$ cat config.mk
export PLATFORM = sky130hd
export DESIGN_NAME = ctxq_top
export DESIGN_NICKNAME = d
export VERILOG_FILES = /design/src/design/ctxq_top.v
export VERILOG_INCLUDE_DIRS = /design/src /design/src/common
export SDC_FILE = /design/constraint.sdc
export NUM_CORES = 1
export LEC_CHECK = 0
export BUFFER_PORTS_ARGS = -buffer_cell sky130_fd_sc_hd__buf_2
export CAP_MARGIN = 5
export CORE_UTILIZATION = 55
export CTS_CLUSTER_DIAMETER = 100
export DETAILED_ROUTE_END_ITERATION = 8
export HOLD_SLACK_MARGIN = 0.06
export PLACE_DENSITY = 0.71
export SLEW_MARGIN = 20
export SYNTH_ARGS = -nofsm -noshare
export SYNTH_HDL_FRONTEND = slang
export SYNTH_SLANG_ARGS = --single-unit
$ cat constraint.sdc
create_clock -name ref_clk_i -period 23.1 [get_ports ref_clk_i]
set_input_delay 2.31 -clock ref_clk_i [delete_from_list [all_inputs] [get_ports ref_clk_i]]
set_output_delay 2.31 -clock ref_clk_i [all_outputs]
set_load 0.01 [all_outputs]
$ cat src/common/ctxq_regs.vh
// Purpose: Register map, field layout and timing constants of the CAN
//          transmit write queue.
// Assumes: APB slave, 32-bit data, one aligned word per register.
// Notes:   Included by the queue design file only.
`ifndef CTXQ_REGS_VH
`define CTXQ_REGS_VH

`define CTXQ_CTRL_OFS      8'h00
`define CTXQ_PERIOD_OFS    8'h04
`define CTXQ_DEPTH_OFS     8'h08
`define CTXQ_SIZE_OFS      8'h0C
`define CTXQ_KIND_OFS      8'h10
`define CTXQ_ID_OFS        8'h14
`define CTXQ_DLO_OFS       8'h18
`define CTXQ_DHI_OFS       8'h1C
`define CTXQ_LEN_OFS       8'h20
`define CTXQ_PUSH_OFS      8'h24
`define CTXQ_STAT_OFS      8'h28
`define CTXQ_IRQ_OFS       8'h2C
`define CTXQ_MASK_OFS      8'h30
`define CTXQ_LEVEL_OFS     8'h34

`define CTXQ_CTRL_START_BIT 0
`define CTXQ_CTRL_PER_BIT   1

`define CTXQ_KIND_DATA      8'h00
`define CTXQ_KIND_REMOTE    8'h01
`define CTXQ_KIND_LIN_RESP  8'h10
`define CTXQ_KIND_LIN_HDR   8'h11
`define CTXQ_KIND_LIN_FULL  8'h12

`define CTXQ_XTD_BIT        29
`define CTXQ_FRAME_SIZE     32'h0000_0018

`define CTXQ_EV_DONE_BIT    0
`define CTXQ_EV_OVF_BIT     1
`define CTXQ_EV_SIZE_BIT    2
`define CTXQ_EV_KIND_BIT    3

`define CTXQ_PERIOD_RST     32'h0000_0000
`define CTXQ_DEPTH_RST      8'h08

`endif

$ cat src/design/ctxq_top.v
// Purpose: CAN transmit write queue: APB-fed FIFO of frame descriptors
//          drained to a CAN controller on demand or each period.
// Assumes: Controller reports done with ack only after won arbitration
//          and an acknowledge from another node.
// Notes:   Queue storage is an in-module array, depth a parameter.
`include "ctxq_regs.vh"

// Summary of operation
// - A push only stores the descriptor; the bus answers without waiting.
// - Write-complete rises when the queue is empty and the last frame went out, or on start with an empty queue.
// - Write-complete stays set until the next accepted push clears it.
// - Starting communication sets write-complete before any push.
// - In periodic mode one item is taken and sent at each period boundary.
// - In periodic mode an empty queue resends the previous payload.
// - A push into a full queue raises write overflow and is dropped.
// - With depth zero a push overwrites the held item and never overflows.
// - A push whose size word differs from the frame size is rejected.
// - The kind field selects field meaning; only 0 and 1 are accepted, the LIN kinds 16, 17 and 18 are rejected.
// - Kind 0 sends a CAN data frame.
// - Kind 1 sends a CAN remote frame with no payload.
// - Identifier is 11-bit unless bit 29 is set, then 29-bit.
// - For data frames the byte count chooses how many of 8 bytes are sent.
// - Remote frames carry no bytes and the byte count becomes their DLC.
// - A frame is sent only when the controller reports arbitration and ack.
module ctxq_top #(
	parameter DEPTH_MAX = 8,
	parameter AW        = 3
) (
	input  wire        ref_clk_i,     // System clock
	input  wire        rst_n_i,       // Async reset, active low
	input  wire        psel_i,        // APB select
	input  wire        penable_i,     // APB enable
	input  wire        pwrite_i,      // APB write
	input  wire [7:0]  paddr_i,       // APB byte address
	input  wire [31:0] pwdata_i,      // APB write data
	output reg  [31:0] prdata_o,      // APB read data
	output reg         pready_o,      // APB ready
	output reg         pslverr_o,     // APB error
	output reg         tx_req_o,      // Frame request to controller
	output reg         tx_ext_o,      // Extended identifier
	output reg         tx_rtr_o,      // Remote frame
	output reg  [28:0] tx_id_o,       // Identifier
	output reg  [3:0]  tx_dlc_o,      // Data length code
	output reg  [63:0] tx_data_o,     // Payload, byte 0 in low bits
	input  wire        tx_done_i,     // Sent: arbitration won and acked
	input  wire        tx_fail_i,     // Attempt abandoned
	output reg         write_complete_state_o, // All pushed frames sent
	output reg         irq_o          // Level interrupt
);
	localparam ST_IDLE = 2'b01;
	localparam ST_BUSY = 2'b10;

	reg [1:0]  state_r;
	reg        start_r, per_r;
	reg [31:0] period_r, pcnt_r;
	reg [7:0]  depth_r;
	reg [31:0] size_r, id_r, dlo_r, dhi_r;
	reg [7:0]  kind_r, len_r;
	reg [3:0]  stat_r, mask_r;
	reg [AW:0] cnt_r;
	reg [AW-1:0] rd_r, wr_r;
	reg [7:0]  mem_kind [0:DEPTH_MAX-1];
	reg [31:0] mem_id   [0:DEPTH_MAX-1];
	reg [63:0] mem_dat  [0:DEPTH_MAX-1];
	reg [7:0]  mem_len  [0:DEPTH_MAX-1];
	reg        last_vld_r;
	reg        pop_was_last_r;
	reg        pending_r;

	wire acc   = psel_i & penable_i & pready_o;
	wire wr_en = acc & pwrite_i;
	wire push_req = wr_en & (paddr_i == `CTXQ_PUSH_OFS);
	wire size_ok  = (pwdata_i == size_r);
	wire kind_ok  = (kind_r == `CTXQ_KIND_DATA) |
			(kind_r == `CTXQ_KIND_REMOTE);
	wire zero_q   = (depth_r == 8'h00);
	wire [AW:0] lim = zero_q ? {{AW{1'b0}}, 1'b1} :
			(depth_r > DEPTH_MAX ? DEPTH_MAX[AW:0] : depth_r[AW:0]);
	wire full     = (cnt_r >= lim);
	wire empty    = (cnt_r == {(AW+1){1'b0}});
	wire push_ok  = push_req & size_ok & kind_ok & (~full | zero_q);
	wire overwr   = push_ok & zero_q & ~empty;
	wire tick     = per_r & (pcnt_r == 32'h0000_0000) &
			(period_r != 32'h0000_0000);
	wire idle     = (state_r == ST_IDLE);
	wire launch   = start_r & idle & (per_r ? tick & (~empty | last_vld_r)
			: ~empty);
	wire pop      = launch & ~empty;
	wire [AW-1:0] wsel = overwr ? rd_r : wr_r;
	wire [3:0]  ev;
	wire [31:0] dlen_clip = (len_r > 8'h08) ? 32'h0000_0008 :
			{24'h0000_00, len_r};

	assign ev[`CTXQ_EV_DONE_BIT] = (state_r == ST_BUSY) & tx_done_i &
			pop_was_last_r & empty & ~pending_r;
	assign ev[`CTXQ_EV_OVF_BIT]  = push_req & size_ok & kind_ok & full &
			~zero_q;
	assign ev[`CTXQ_EV_SIZE_BIT] = push_req & ~size_ok;
	assign ev[`CTXQ_EV_KIND_BIT] = push_req & size_ok & ~kind_ok;

	// Registers and APB writes
	always @(posedge ref_clk_i or negedge rst_n_i) begin
		if (!rst_n_i) begin
			start_r  <= 1'b0;
			per_r    <= 1'b0;
			period_r <= `CTXQ_PERIOD_RST;
			depth_r  <= `CTXQ_DEPTH_RST;
			size_r   <= `CTXQ_FRAME_SIZE;
			kind_r   <= 8'h00;
			id_r     <= 32'h0000_0000;
			dlo_r    <= 32'h0000_0000;
			dhi_r    <= 32'h0000_0000;
			len_r    <= 8'h00;
			mask_r   <= 4'h0;
		end else if (wr_en) begin
			case (paddr_i)
			`CTXQ_CTRL_OFS: begin
				start_r <= pwdata_i[`CTXQ_CTRL_START_BIT];
				per_r   <= pwdata_i[`CTXQ_CTRL_PER_BIT];
			end
			`CTXQ_PERIOD_OFS: period_r <= pwdata_i;
			`CTXQ_DEPTH_OFS:  depth_r  <= pwdata_i[7:0];
			`CTXQ_SIZE_OFS:   size_r   <= pwdata_i;
			`CTXQ_KIND_OFS:   kind_r   <= pwdata_i[7:0];
			`CTXQ_ID_OFS:     id_r     <= pwdata_i;
			`CTXQ_DLO_OFS:    dlo_r    <= pwdata_i;
			`CTXQ_DHI_OFS:    dhi_r    <= pwdata_i;
			`CTXQ_LEN_OFS:    len_r    <= pwdata_i[7:0];
			`CTXQ_MASK_OFS:   mask_r   <= pwdata_i[3:0];
			default: ;
			endcase
		end
	end

	// Sticky status: set beats a same-cycle clear
	always @(posedge ref_clk_i or negedge rst_n_i) begin
		if (!rst_n_i)
			stat_r <= 4'h0;
		else
			stat_r <= (stat_r & ~((wr_en && paddr_i == `CTXQ_IRQ_OFS) ?
				pwdata_i[3:0] : 4'h0)) | ev;
	end

	// Descriptor store, circular order
	always @(posedge ref_clk_i) begin
		if (push_ok) begin
			mem_kind[wsel] <= kind_r;
			mem_id[wsel]   <= id_r;
			mem_dat[wsel]  <= {dhi_r, dlo_r};
			mem_len[wsel]  <= len_r;
		end
	end

	always @(posedge ref_clk_i or negedge rst_n_i) begin
		if (!rst_n_i) begin
			cnt_r <= {(AW+1){1'b0}};
			rd_r  <= {AW{1'b0}};
			wr_r  <= {AW{1'b0}};
		end else begin
			// Write pointer always leads read by the count, depth 0 too
			if (push_ok & ~overwr)
				wr_r <= (wr_r == DEPTH_MAX[AW-1:0] - 1'b1) ?
					{AW{1'b0}} : wr_r + 1'b1;
			if (pop)
				rd_r <= (rd_r == DEPTH_MAX[AW-1:0] - 1'b1) ?
					{AW{1'b0}} : rd_r + 1'b1;
			case ({push_ok & ~overwr, pop})
			2'b10: cnt_r <= cnt_r + 1'b1;
			2'b01: cnt_r <= cnt_r - 1'b1;
			default: ;
			endcase
		end
	end

	// Period counter
	always @(posedge ref_clk_i or negedge rst_n_i) begin
		if (!rst_n_i)
			pcnt_r <= 32'h0000_0000;
		else if (!per_r || !start_r || pcnt_r == 32'h0000_0000)
			pcnt_r <= (period_r == 32'h0000_0000) ? 32'h0000_0000 :
				period_r - 32'h0000_0001;
		else
			pcnt_r <= pcnt_r - 32'h0000_0001;
	end

	// Transmit sequencer
	always @(posedge ref_clk_i or negedge rst_n_i) begin
		if (!rst_n_i) begin
			state_r   <= ST_IDLE;
			tx_req_o  <= 1'b0;
			tx_ext_o  <= 1'b0;
			tx_rtr_o  <= 1'b0;
			tx_id_o   <= 29'h0000_0000;
			tx_dlc_o  <= 4'h0;
			tx_data_o <= 64'h0000_0000_0000_0000;
			last_vld_r <= 1'b0;
			pop_was_last_r <= 1'b0;
		end else begin
			case (state_r)
			ST_IDLE: begin
				if (launch) begin
					state_r  <= ST_BUSY;
					tx_req_o <= 1'b1;
					pop_was_last_r <= pop;
					if (pop) begin
						last_vld_r <= 1'b1;
						tx_rtr_o <= (mem_kind[rd_r] ==
							`CTXQ_KIND_REMOTE);
						tx_ext_o <= mem_id[rd_r][`CTXQ_XTD_BIT];
						tx_id_o  <= mem_id[rd_r][`CTXQ_XTD_BIT] ?
							mem_id[rd_r][28:0] :
							{18'h0_0000, mem_id[rd_r][10:0]};
						tx_dlc_o <= mem_len[rd_r][3:0];
						tx_data_o <= (mem_kind[rd_r] ==
							`CTXQ_KIND_REMOTE) ? 64'h0 :
							mem_dat[rd_r];
					end
				end
			end
			ST_BUSY: begin
				if (tx_done_i | tx_fail_i) begin
					state_r  <= ST_IDLE;
					tx_req_o <= 1'b0;
				end
			end
			default: state_r <= ST_IDLE;
			endcase
			if (!start_r)
				last_vld_r <= 1'b0;
		end
	end

	// Push seen while a frame is in flight blocks completion
	always @(posedge ref_clk_i or negedge rst_n_i) begin
		if (!rst_n_i)
			pending_r <= 1'b0;
		else
			pending_r <= push_ok ? ~launch : (launch ? 1'b0 : pending_r);
	end

	// Write-complete state
	always @(posedge ref_clk_i or negedge rst_n_i) begin
		if (!rst_n_i)
			write_complete_state_o <= 1'b1;
		else if (push_ok)
			write_complete_state_o <= 1'b0;
		else if (wr_en && paddr_i == `CTXQ_CTRL_OFS &&
				pwdata_i[`CTXQ_CTRL_START_BIT] && !start_r && empty)
			write_complete_state_o <= 1'b1;
		else if (ev[`CTXQ_EV_DONE_BIT])
			write_complete_state_o <= 1'b1;
	end

	always @(posedge ref_clk_i or negedge rst_n_i) begin
		if (!rst_n_i)
			irq_o <= 1'b0;
		else
			irq_o <= |(((stat_r & ~((wr_en && paddr_i == `CTXQ_IRQ_OFS)
				? pwdata_i[3:0] : 4'h0)) | ev) & mask_r);
	end

	// APB answer: zero wait, ready in the first access phase cycle
	always @(posedge ref_clk_i or negedge rst_n_i) begin
		if (!rst_n_i) begin
			pready_o  <= 1'b0;
			pslverr_o <= 1'b0;
			prdata_o  <= 32'h0000_0000;
		end else begin
			pready_o  <= psel_i & ~penable_i;
			pslverr_o <= 1'b0;
			prdata_o  <= 32'h0000_0000;
			if (psel_i & ~penable_i) begin
				if (paddr_i > `CTXQ_LEVEL_OFS || paddr_i[1:0] != 2'b00)
					pslverr_o <= 1'b1;
				if (!pwrite_i) begin
					case (paddr_i)
					`CTXQ_CTRL_OFS:   prdata_o <= {30'h0, per_r, start_r};
					`CTXQ_PERIOD_OFS: prdata_o <= period_r;
					`CTXQ_DEPTH_OFS:  prdata_o <= {24'h0, depth_r};
					`CTXQ_SIZE_OFS:   prdata_o <= size_r;
					`CTXQ_KIND_OFS:   prdata_o <= {24'h0, kind_r};
					`CTXQ_ID_OFS:     prdata_o <= id_r;
					`CTXQ_DLO_OFS:    prdata_o <= dlo_r;
					`CTXQ_DHI_OFS:    prdata_o <= dhi_r;
					`CTXQ_LEN_OFS:    prdata_o <= dlen_clip;
					`CTXQ_STAT_OFS:   prdata_o <= {29'h0,
						~empty & ~full, full, write_complete_state_o};
					`CTXQ_IRQ_OFS:    prdata_o <= {28'h0, stat_r};
					`CTXQ_MASK_OFS:   prdata_o <= {28'h0, mask_r};
					`CTXQ_LEVEL_OFS:  prdata_o <= {{(31-AW){1'b0}}, cnt_r};
					default:          prdata_o <= 32'h0000_0000;
					endcase
				end
			end
		end
	end
endmodule // ctxq_top

Yosys cells after proc, flatten, opt, wreduce, memory -nomap -nowiden

Memory sizes are Yosys's and may differ from the RTL's. A register that Yosys moved wholly into a read port is not among the register bits.
Cells that the tools add are included.

Flip-flop bits (word level): 373
RAM bits: 896
Input port bits: 47
Output and inout port bits: 136
Word-level logic and storage cells: 188
Memories kept: 4

Add/sub/neg operators: 6
$lt $le $gt $ge: 4
Eq/ne operators: 27
Mux-type cells: 35
Bitwise operators: 43
Reduce and logical (&&, ||, !) cells: 39

Memories:

| name     | words | bits a word | read ports | clocked after memory_dff | wr ports | line          | RTL |
|---|---|---|---|---|---|---|---|
| mem_dat  | 8     | 64          | 1          | 0                        | 1        | ctxq_top.v:64 | `reg [63:0] mem_dat [0:DEPTH_MAX-1];` |
| mem_id   | 8     | 32          | 1          | 0                        | 1        | ctxq_top.v:63 | `reg [31:0] mem_id [0:DEPTH_MAX-1];` |
| mem_kind | 8     | 8           | 1          | 0                        | 1        | ctxq_top.v:62 | `reg [7:0] mem_kind [0:DEPTH_MAX-1];` |
| mem_len  | 8     | 8           | 1          | 1                        | 1        | ctxq_top.v:65 | `reg [7:0] mem_len [0:DEPTH_MAX-1];` |

Operator list:

| kind                    | count |
|---|---|
| $pmux W32 S13           | 1 |
| $mux W32                | 4 |
| $logic_not A32 Y1       | 2 |
| $mux W64                | 1 |
| $sub A32 B1 Y32 const B | 2 |
| $eq A8 B6 Y1 const B    | 6 |
| $eq A32 B32 Y1          | 1 |
| $eq A8 B5 Y1 const B    | 4 |
| $reduce_bool A32 Y1     | 1 |
| $mux W29                | 1 |
| $and A1 B1 Y1           | 26 |
| $logic_not A8 Y1        | 3 |
| $reduce_and A2 Y1       | 12 |
| $eq A8 B1 Y1 const B    | 2 |
| $eq A8 B4 Y1 const B    | 2 |
| $gt A8 B4 Y1 const B    | 2 |
| $mux W1                 | 16 |
| $mux W4                 | 3 |
| $ne A2 B1 Y1 const B    | 5 |
| $mux W3                 | 3 |
| $not A1 Y1              | 9 |
| $reduce_and A3 Y1       | 3 |
| $and A4 B4 Y4           | 2 |
| $eq A8 B3 Y1 const B    | 1 |
| 23 further kinds        | 42 |

Depth between registers and ports, before layout

Depth in word-level cells: 13
Mapped depth: 16
Mapped depth without buffers: 16

Worst setup path before layout

Ideal clock, no wire load.

Kind: input port to flip-flop
Start point: input paddr_i[4]
End point: memory mem_dat[2][0], enable pin
Setup time: 733 ps
Data arrival time: 11,586 ps
Required time: 22,367 ps
Setup slack: 10,781 ps
Stages on the path: 7
Buffers on the path: 2
Path through: buf_6 > or4b_1 > buf_2 > nor3_4 > nand4_2 > a2111oi_4 > a21boi_0

Cells in the longest elaborated chain, start to end: 8
Elaborated cells on any way between the ends: 10
Those cells by class: 1 x eq/ne; 3 x mux; 6 x bitwise

RTL lines:

| what                           | line          | RTL |
|---|---|---|
| start, declared                | ctxq_top.v:34 | `input wire [7:0] paddr_i,` |
| $eq A8 B6 Y1 (no line) (*)     | -             |  |
| $and A1 B1 Y1 (*)              | ctxq_top.v:72 | `` wire push_req = wr_en & (paddr_i == `CTXQ_PUSH_OFS); `` |
| $and A1 B1 Y1 (*) (3 in a row) | ctxq_top.v:81 | `wire push_ok = push_req & size_ok & kind_ok & (~full \| zero_q);` |
| $and A1 B1 Y1 (2 in a row)     | ctxq_top.v:82 | `wire overwr = push_ok & zero_q & ~empty;` |
| $mux W3                        | ctxq_top.v:89 | `wire [AW-1:0] wsel = overwr ? rd_r : wr_r;` |
| end, declared                  | ctxq_top.v:64 |  |

Mark *: on every way between the ends. The rest lies on a longest branch, timed or not.

Final worst setup path

Start point: input pwdata_i[14]
End point: memory mem_dat[1][27], enable pin

Cells in the longest elaborated chain, start to end: 7
Elaborated cells on any way between the ends: 9
Those cells by class: 1 x eq/ne; 3 x mux; 5 x bitwise

RTL lines:

| what                           | line          | RTL |
|---|---|---|
| start, declared                | ctxq_top.v:35 | `input wire [31:0] pwdata_i,` |
| $eq A32 B32 Y1 (*)             | ctxq_top.v:73 | `wire size_ok = (pwdata_i == size_r);` |
| $and A1 B1 Y1 (*) (3 in a row) | ctxq_top.v:81 |  |
| $and A1 B1 Y1 (2 in a row)     | ctxq_top.v:82 |  |
| $mux W3                        | ctxq_top.v:89 |  |

Marks and branches as above.

==> impl_summary.txt <==
----------------------------------------------------
[Worst setup path]
  Critical path endpoint category ... flop
  Combined buffer and inverter count along the critical path ... 3
  Cell type group with the largest total delay on the critical path ... simple AND/OR/NAND/NOR gates
  Internal reg-to-reg setup slack ... 16870 ps
  Reg2reg start ... depth_r[6]
  Cell with the biggest individual delay on the critical path ... nor2_4
  Cells along the critical path ... buf_2 > xor2_1 > nor4_1 > nand4_1 > a2111oi_4 > nand2_1 > nor2_4 > buf_4 > buf_4
  Biggest fanout along the worst timing path ... 43
  Most frequent CP cell ... buf_4
  Critical Path Start Type ... input port
  Worst endpoint data arrival time ... 7150 ps
  Startpoint of the worst setup timing path ... pwdata_i[14]
  Required time of the critical path ... 23410 ps
  Max stage delay on crit path ... 880 ps
  Start-to-end type of the worst setup path ... input port to flop

[Yosys]
  Sequential fraction of the synthesis area ... 0.722
  Gate count of the mapped netlist ... 2689
  Avg Synthesized Cell Area ... 18.0 um^2
  Mapped Nets ... 2752
  Ys async rst share ... 0.308
  Post-Synthesis Cell Area ... 48400 um^2
  Number of unique standard cell types used by synthesis ... 75
  Post-synth EDFFs ... 848
  Yosys reg bits ... 1225
  Leading register cell type out of synthesis ... edfxtp_1
  Synth Warn # ... 0

[Worst hold path]
  Hold Path Origin ... tx_data_o[16]
  Hold/Removal Path Class ... flop to flop

[Detailed routing]
  Antenna Nets Post-Route ... 1
  Detailed Routing Iterations Pass 1 ... 7
  Detailed Route WL ... 117 mm
  Drc violations ... 0
  Drt first-iter violations ... 2586
  Routed length per placed instance ... 28.2 um
  Via density per instance ... 6.24
  Total vias in the final route ... 26000

[Timing]
  Final Critical Period ... 6840 ps
  Number of max-slew violations in the final report ... 0
  Slew of the pin with the lowest slew margin ... 1140 ps
  RSZ-0062 raised after global routing ... false
  Sum of negative setup slack ... 0 ps
  Relative slew slack ... 0.225
  Maximum clock frequency ... 146 MHz
  Endpoints failing hold ... 0
  Setup-failing EPs final ... 0
  Worst Clk Skew ... 44.5 ps
  Part of the cycle the worst path needs ... 0.296
  Crit path setup slack, layout ... 16260 ps

[Job]
  Maximum Capacitance Violations ... 0

[Cells and area]
  Filler cell count ... 6046
  Leading cell type in the layout, fill and taps excluded ... edfxtp_1
  Number of nets in the final layout ... 2960
  Synthesis-to-layout area growth ... 12.7%
  Layout cell share with drive strength beyond 1 ... 0.282
  Commonest cells after routing, fill and taps aside ... 848 x edfxtp_1, 370 x dfrtp_1, 197 x mux4_2, 191 x mux2_2, 181 x buf_2
  Final design area excluding fillers ... 54500 um^2

[Clock network]
  CTS tree ... built
  Number of buffers inserted during clock tree synthesis ... 118
  Number of gates resized after CTS ... 0
  Largest buffer count on any clock path ... 3
  Clock H-tree levels ... 3
  Clock-pin slew on the worst setup and hold paths ... 60 ps
  Clock tree root buffer cell ... clkbuf_16
  Post-CTS setup buffer count ... 0
  CTS Sinks ... 1225
  Skew-Pair Late Insertion Delay ... 700 ps
  Quantity of hold-fixing buffers added after cts ... 0

[Die]
  Overall die area ... 89100 um^2
  Floorplan Core Area ... 86900 um^2
  Row Count ... 108
  Number of top-level pins ... 183
  Starting utilization of the core area ... 0.557
  Die span in y ... 299 um
  Die Width ... 299 um

[Placed design]
  Post-placement worst setup slack ... 15620 ps
  Placement-stage cell area ... 50600 um^2
  Last weighted congestion value of the routability-driven placer ... 0.912
  Detailed placement HPWL ... 75.3 mm
  # port buffers ... 182

[GRT]
  First-pass GRT wire length ... 175 mm
  Number of global-route vias before repair ... 26800
  Residual overflow from global routing ... 0
  Total GRT Usage ... 0.267
  Initial antenna violation count ... 13
  Pin count of the biggest net entering global routing ... 168

[Pwr]
  Power per cell area ... 79.8 nW/um^2
  Peak supply drop ... 0.0684 mV
  Static Leak ... 22.7 nW

[Run status]
  Run status ... complete, but fails checks
  Violations in the final reports ... antenna rules

----------------------------------------------------
[power by group]
| group | switching, mW | total, mW | internal [mW] |
|---|---|---|---|
| combinational | 0.0784 | 0.124 | 0.0457 |
| sequential | 0.0117 | 2.35 | 2.34 |
| clock | 0.811 | 1.88 | 1.06 |
| total | 0.901 | 4.35 | 3.45 |
[state kept, by name (all words and copies together) (netlist names), 64 cells and up]
name and flops:
mem_id 240, mem_dat 512, mem_kind 64, tx_data_o 64
[cells by family (layout without fill, tap and decap cells)]
logic type,count (synthesis),in the layout,synth area share
AND/OR/NAND/NOR,409,409,0.0439
adder cells (fa/ha/maj),16,16,0.00430
buffers and inverters,157,464,0.0143
other,0,9,0
AO/OA/AOI/OAI,292,292,0.0399
multiplexers,499,499,0.159
flip-flops,1225,1225,0.722
XOR/XNOR,91,91,0.0165
[worst register-to-register path: stages (launching register included)]
cell and delay, ps:
dfrtp_1 390, or4_1 540, nor2_1 380, o21a_1 190
ha_1 210, nand2b_1 140, a21oi_1 120, o21ai_0 310
a2111oi_4 780, nand2_1 440, nor2_4 880, buf_4 760
buf_4 680
[per-layer routing]
| metal | wire length, um | GRT usage | vias to the layer above |
|---|---|---|---|
| met5 | 69 | 0 | - |
| met2 | 56000 | 0.423 | 1048 |
| met1 | 47400 | 0.374 | 13600 |
| met3 | 10400 | 0.0571 | 177 |
| li1 | - | - | 11100 |
| met4 | 3300 | 0.0866 | 10 |
[layout make-up]
cell class / instances / area [um^2] / area share
sequential: 1225 / 34900 / 0.641
multi-input combinational: 1307 / 12900 / 0.237
clock buffer: 162 / 3290 / 0.0604
tap: 1155 / 1450 / 0.0265
timing repair buffer: 227 / 1340 / 0.0245
clock inverter: 57 / 515 / 0.00946
inverter: 18 / 72.6 / 0.00133
antenna: 9 / 22.5 / 0.000413
[stage by stage]
stage	utilization	std cells	hold slack (ps)	total power, mW
2_1_floorplan	-	2689	446	2.47
3_3_place_gp	0.582	3930	460	2.51
3_5_place_dp	0.583	3931	463	2.52
4_1_cts	0.626	4150	478	4.38
5_1_grt	0.627	4152	501	4.47
6_report	0.627	4160	476	4.35
[worst paths after layout]
path                                   to  cells after the start
max in group asynchronous       dlo_r[14]                      3
setup / recovery           mem_dat[1][27]                      9
hold reg to reg             tx_data_o[16]                      2
setup reg to reg           mem_dat[1][27]                     12
min in group asynchronous   tx_data_o[60]                      1
hold / removal              tx_data_o[16]                      2
[cell usage after synthesis (23+ instances only)]
master | n | share of area
mux4_2 | 197 | 0.092
nand3_1 | 31 | 0.0032
a21oi_1 | 39 | 0.0040
buf_2 | 28 | 0.0029
o21ai_1 | 65 | 0.0067
o21ai_0 | 47 | 0.0049
mux2i_1 | 107 | 0.022
nand2_1 | 160 | 0.012
clkbuf_1 | 69 | 0.0054
mux2_2 | 191 | 0.044
a222oi_1 | 31 | 0.0064
a22oi_1 | 41 | 0.0064
xnor2_1 | 37 | 0.0067
edfxtp_1 | 848 | 0.53
buf_1 | 27 | 0.0021
nor3_1 | 23 | 0.0024
xor2_1 | 54 | 0.0098
dfrtp_1 | 372 | 0.19
nor4_1 | 39 | 0.0050
nor2_1 | 63 | 0.0049
Note: power is estimated with default switching activity, not from simulation.
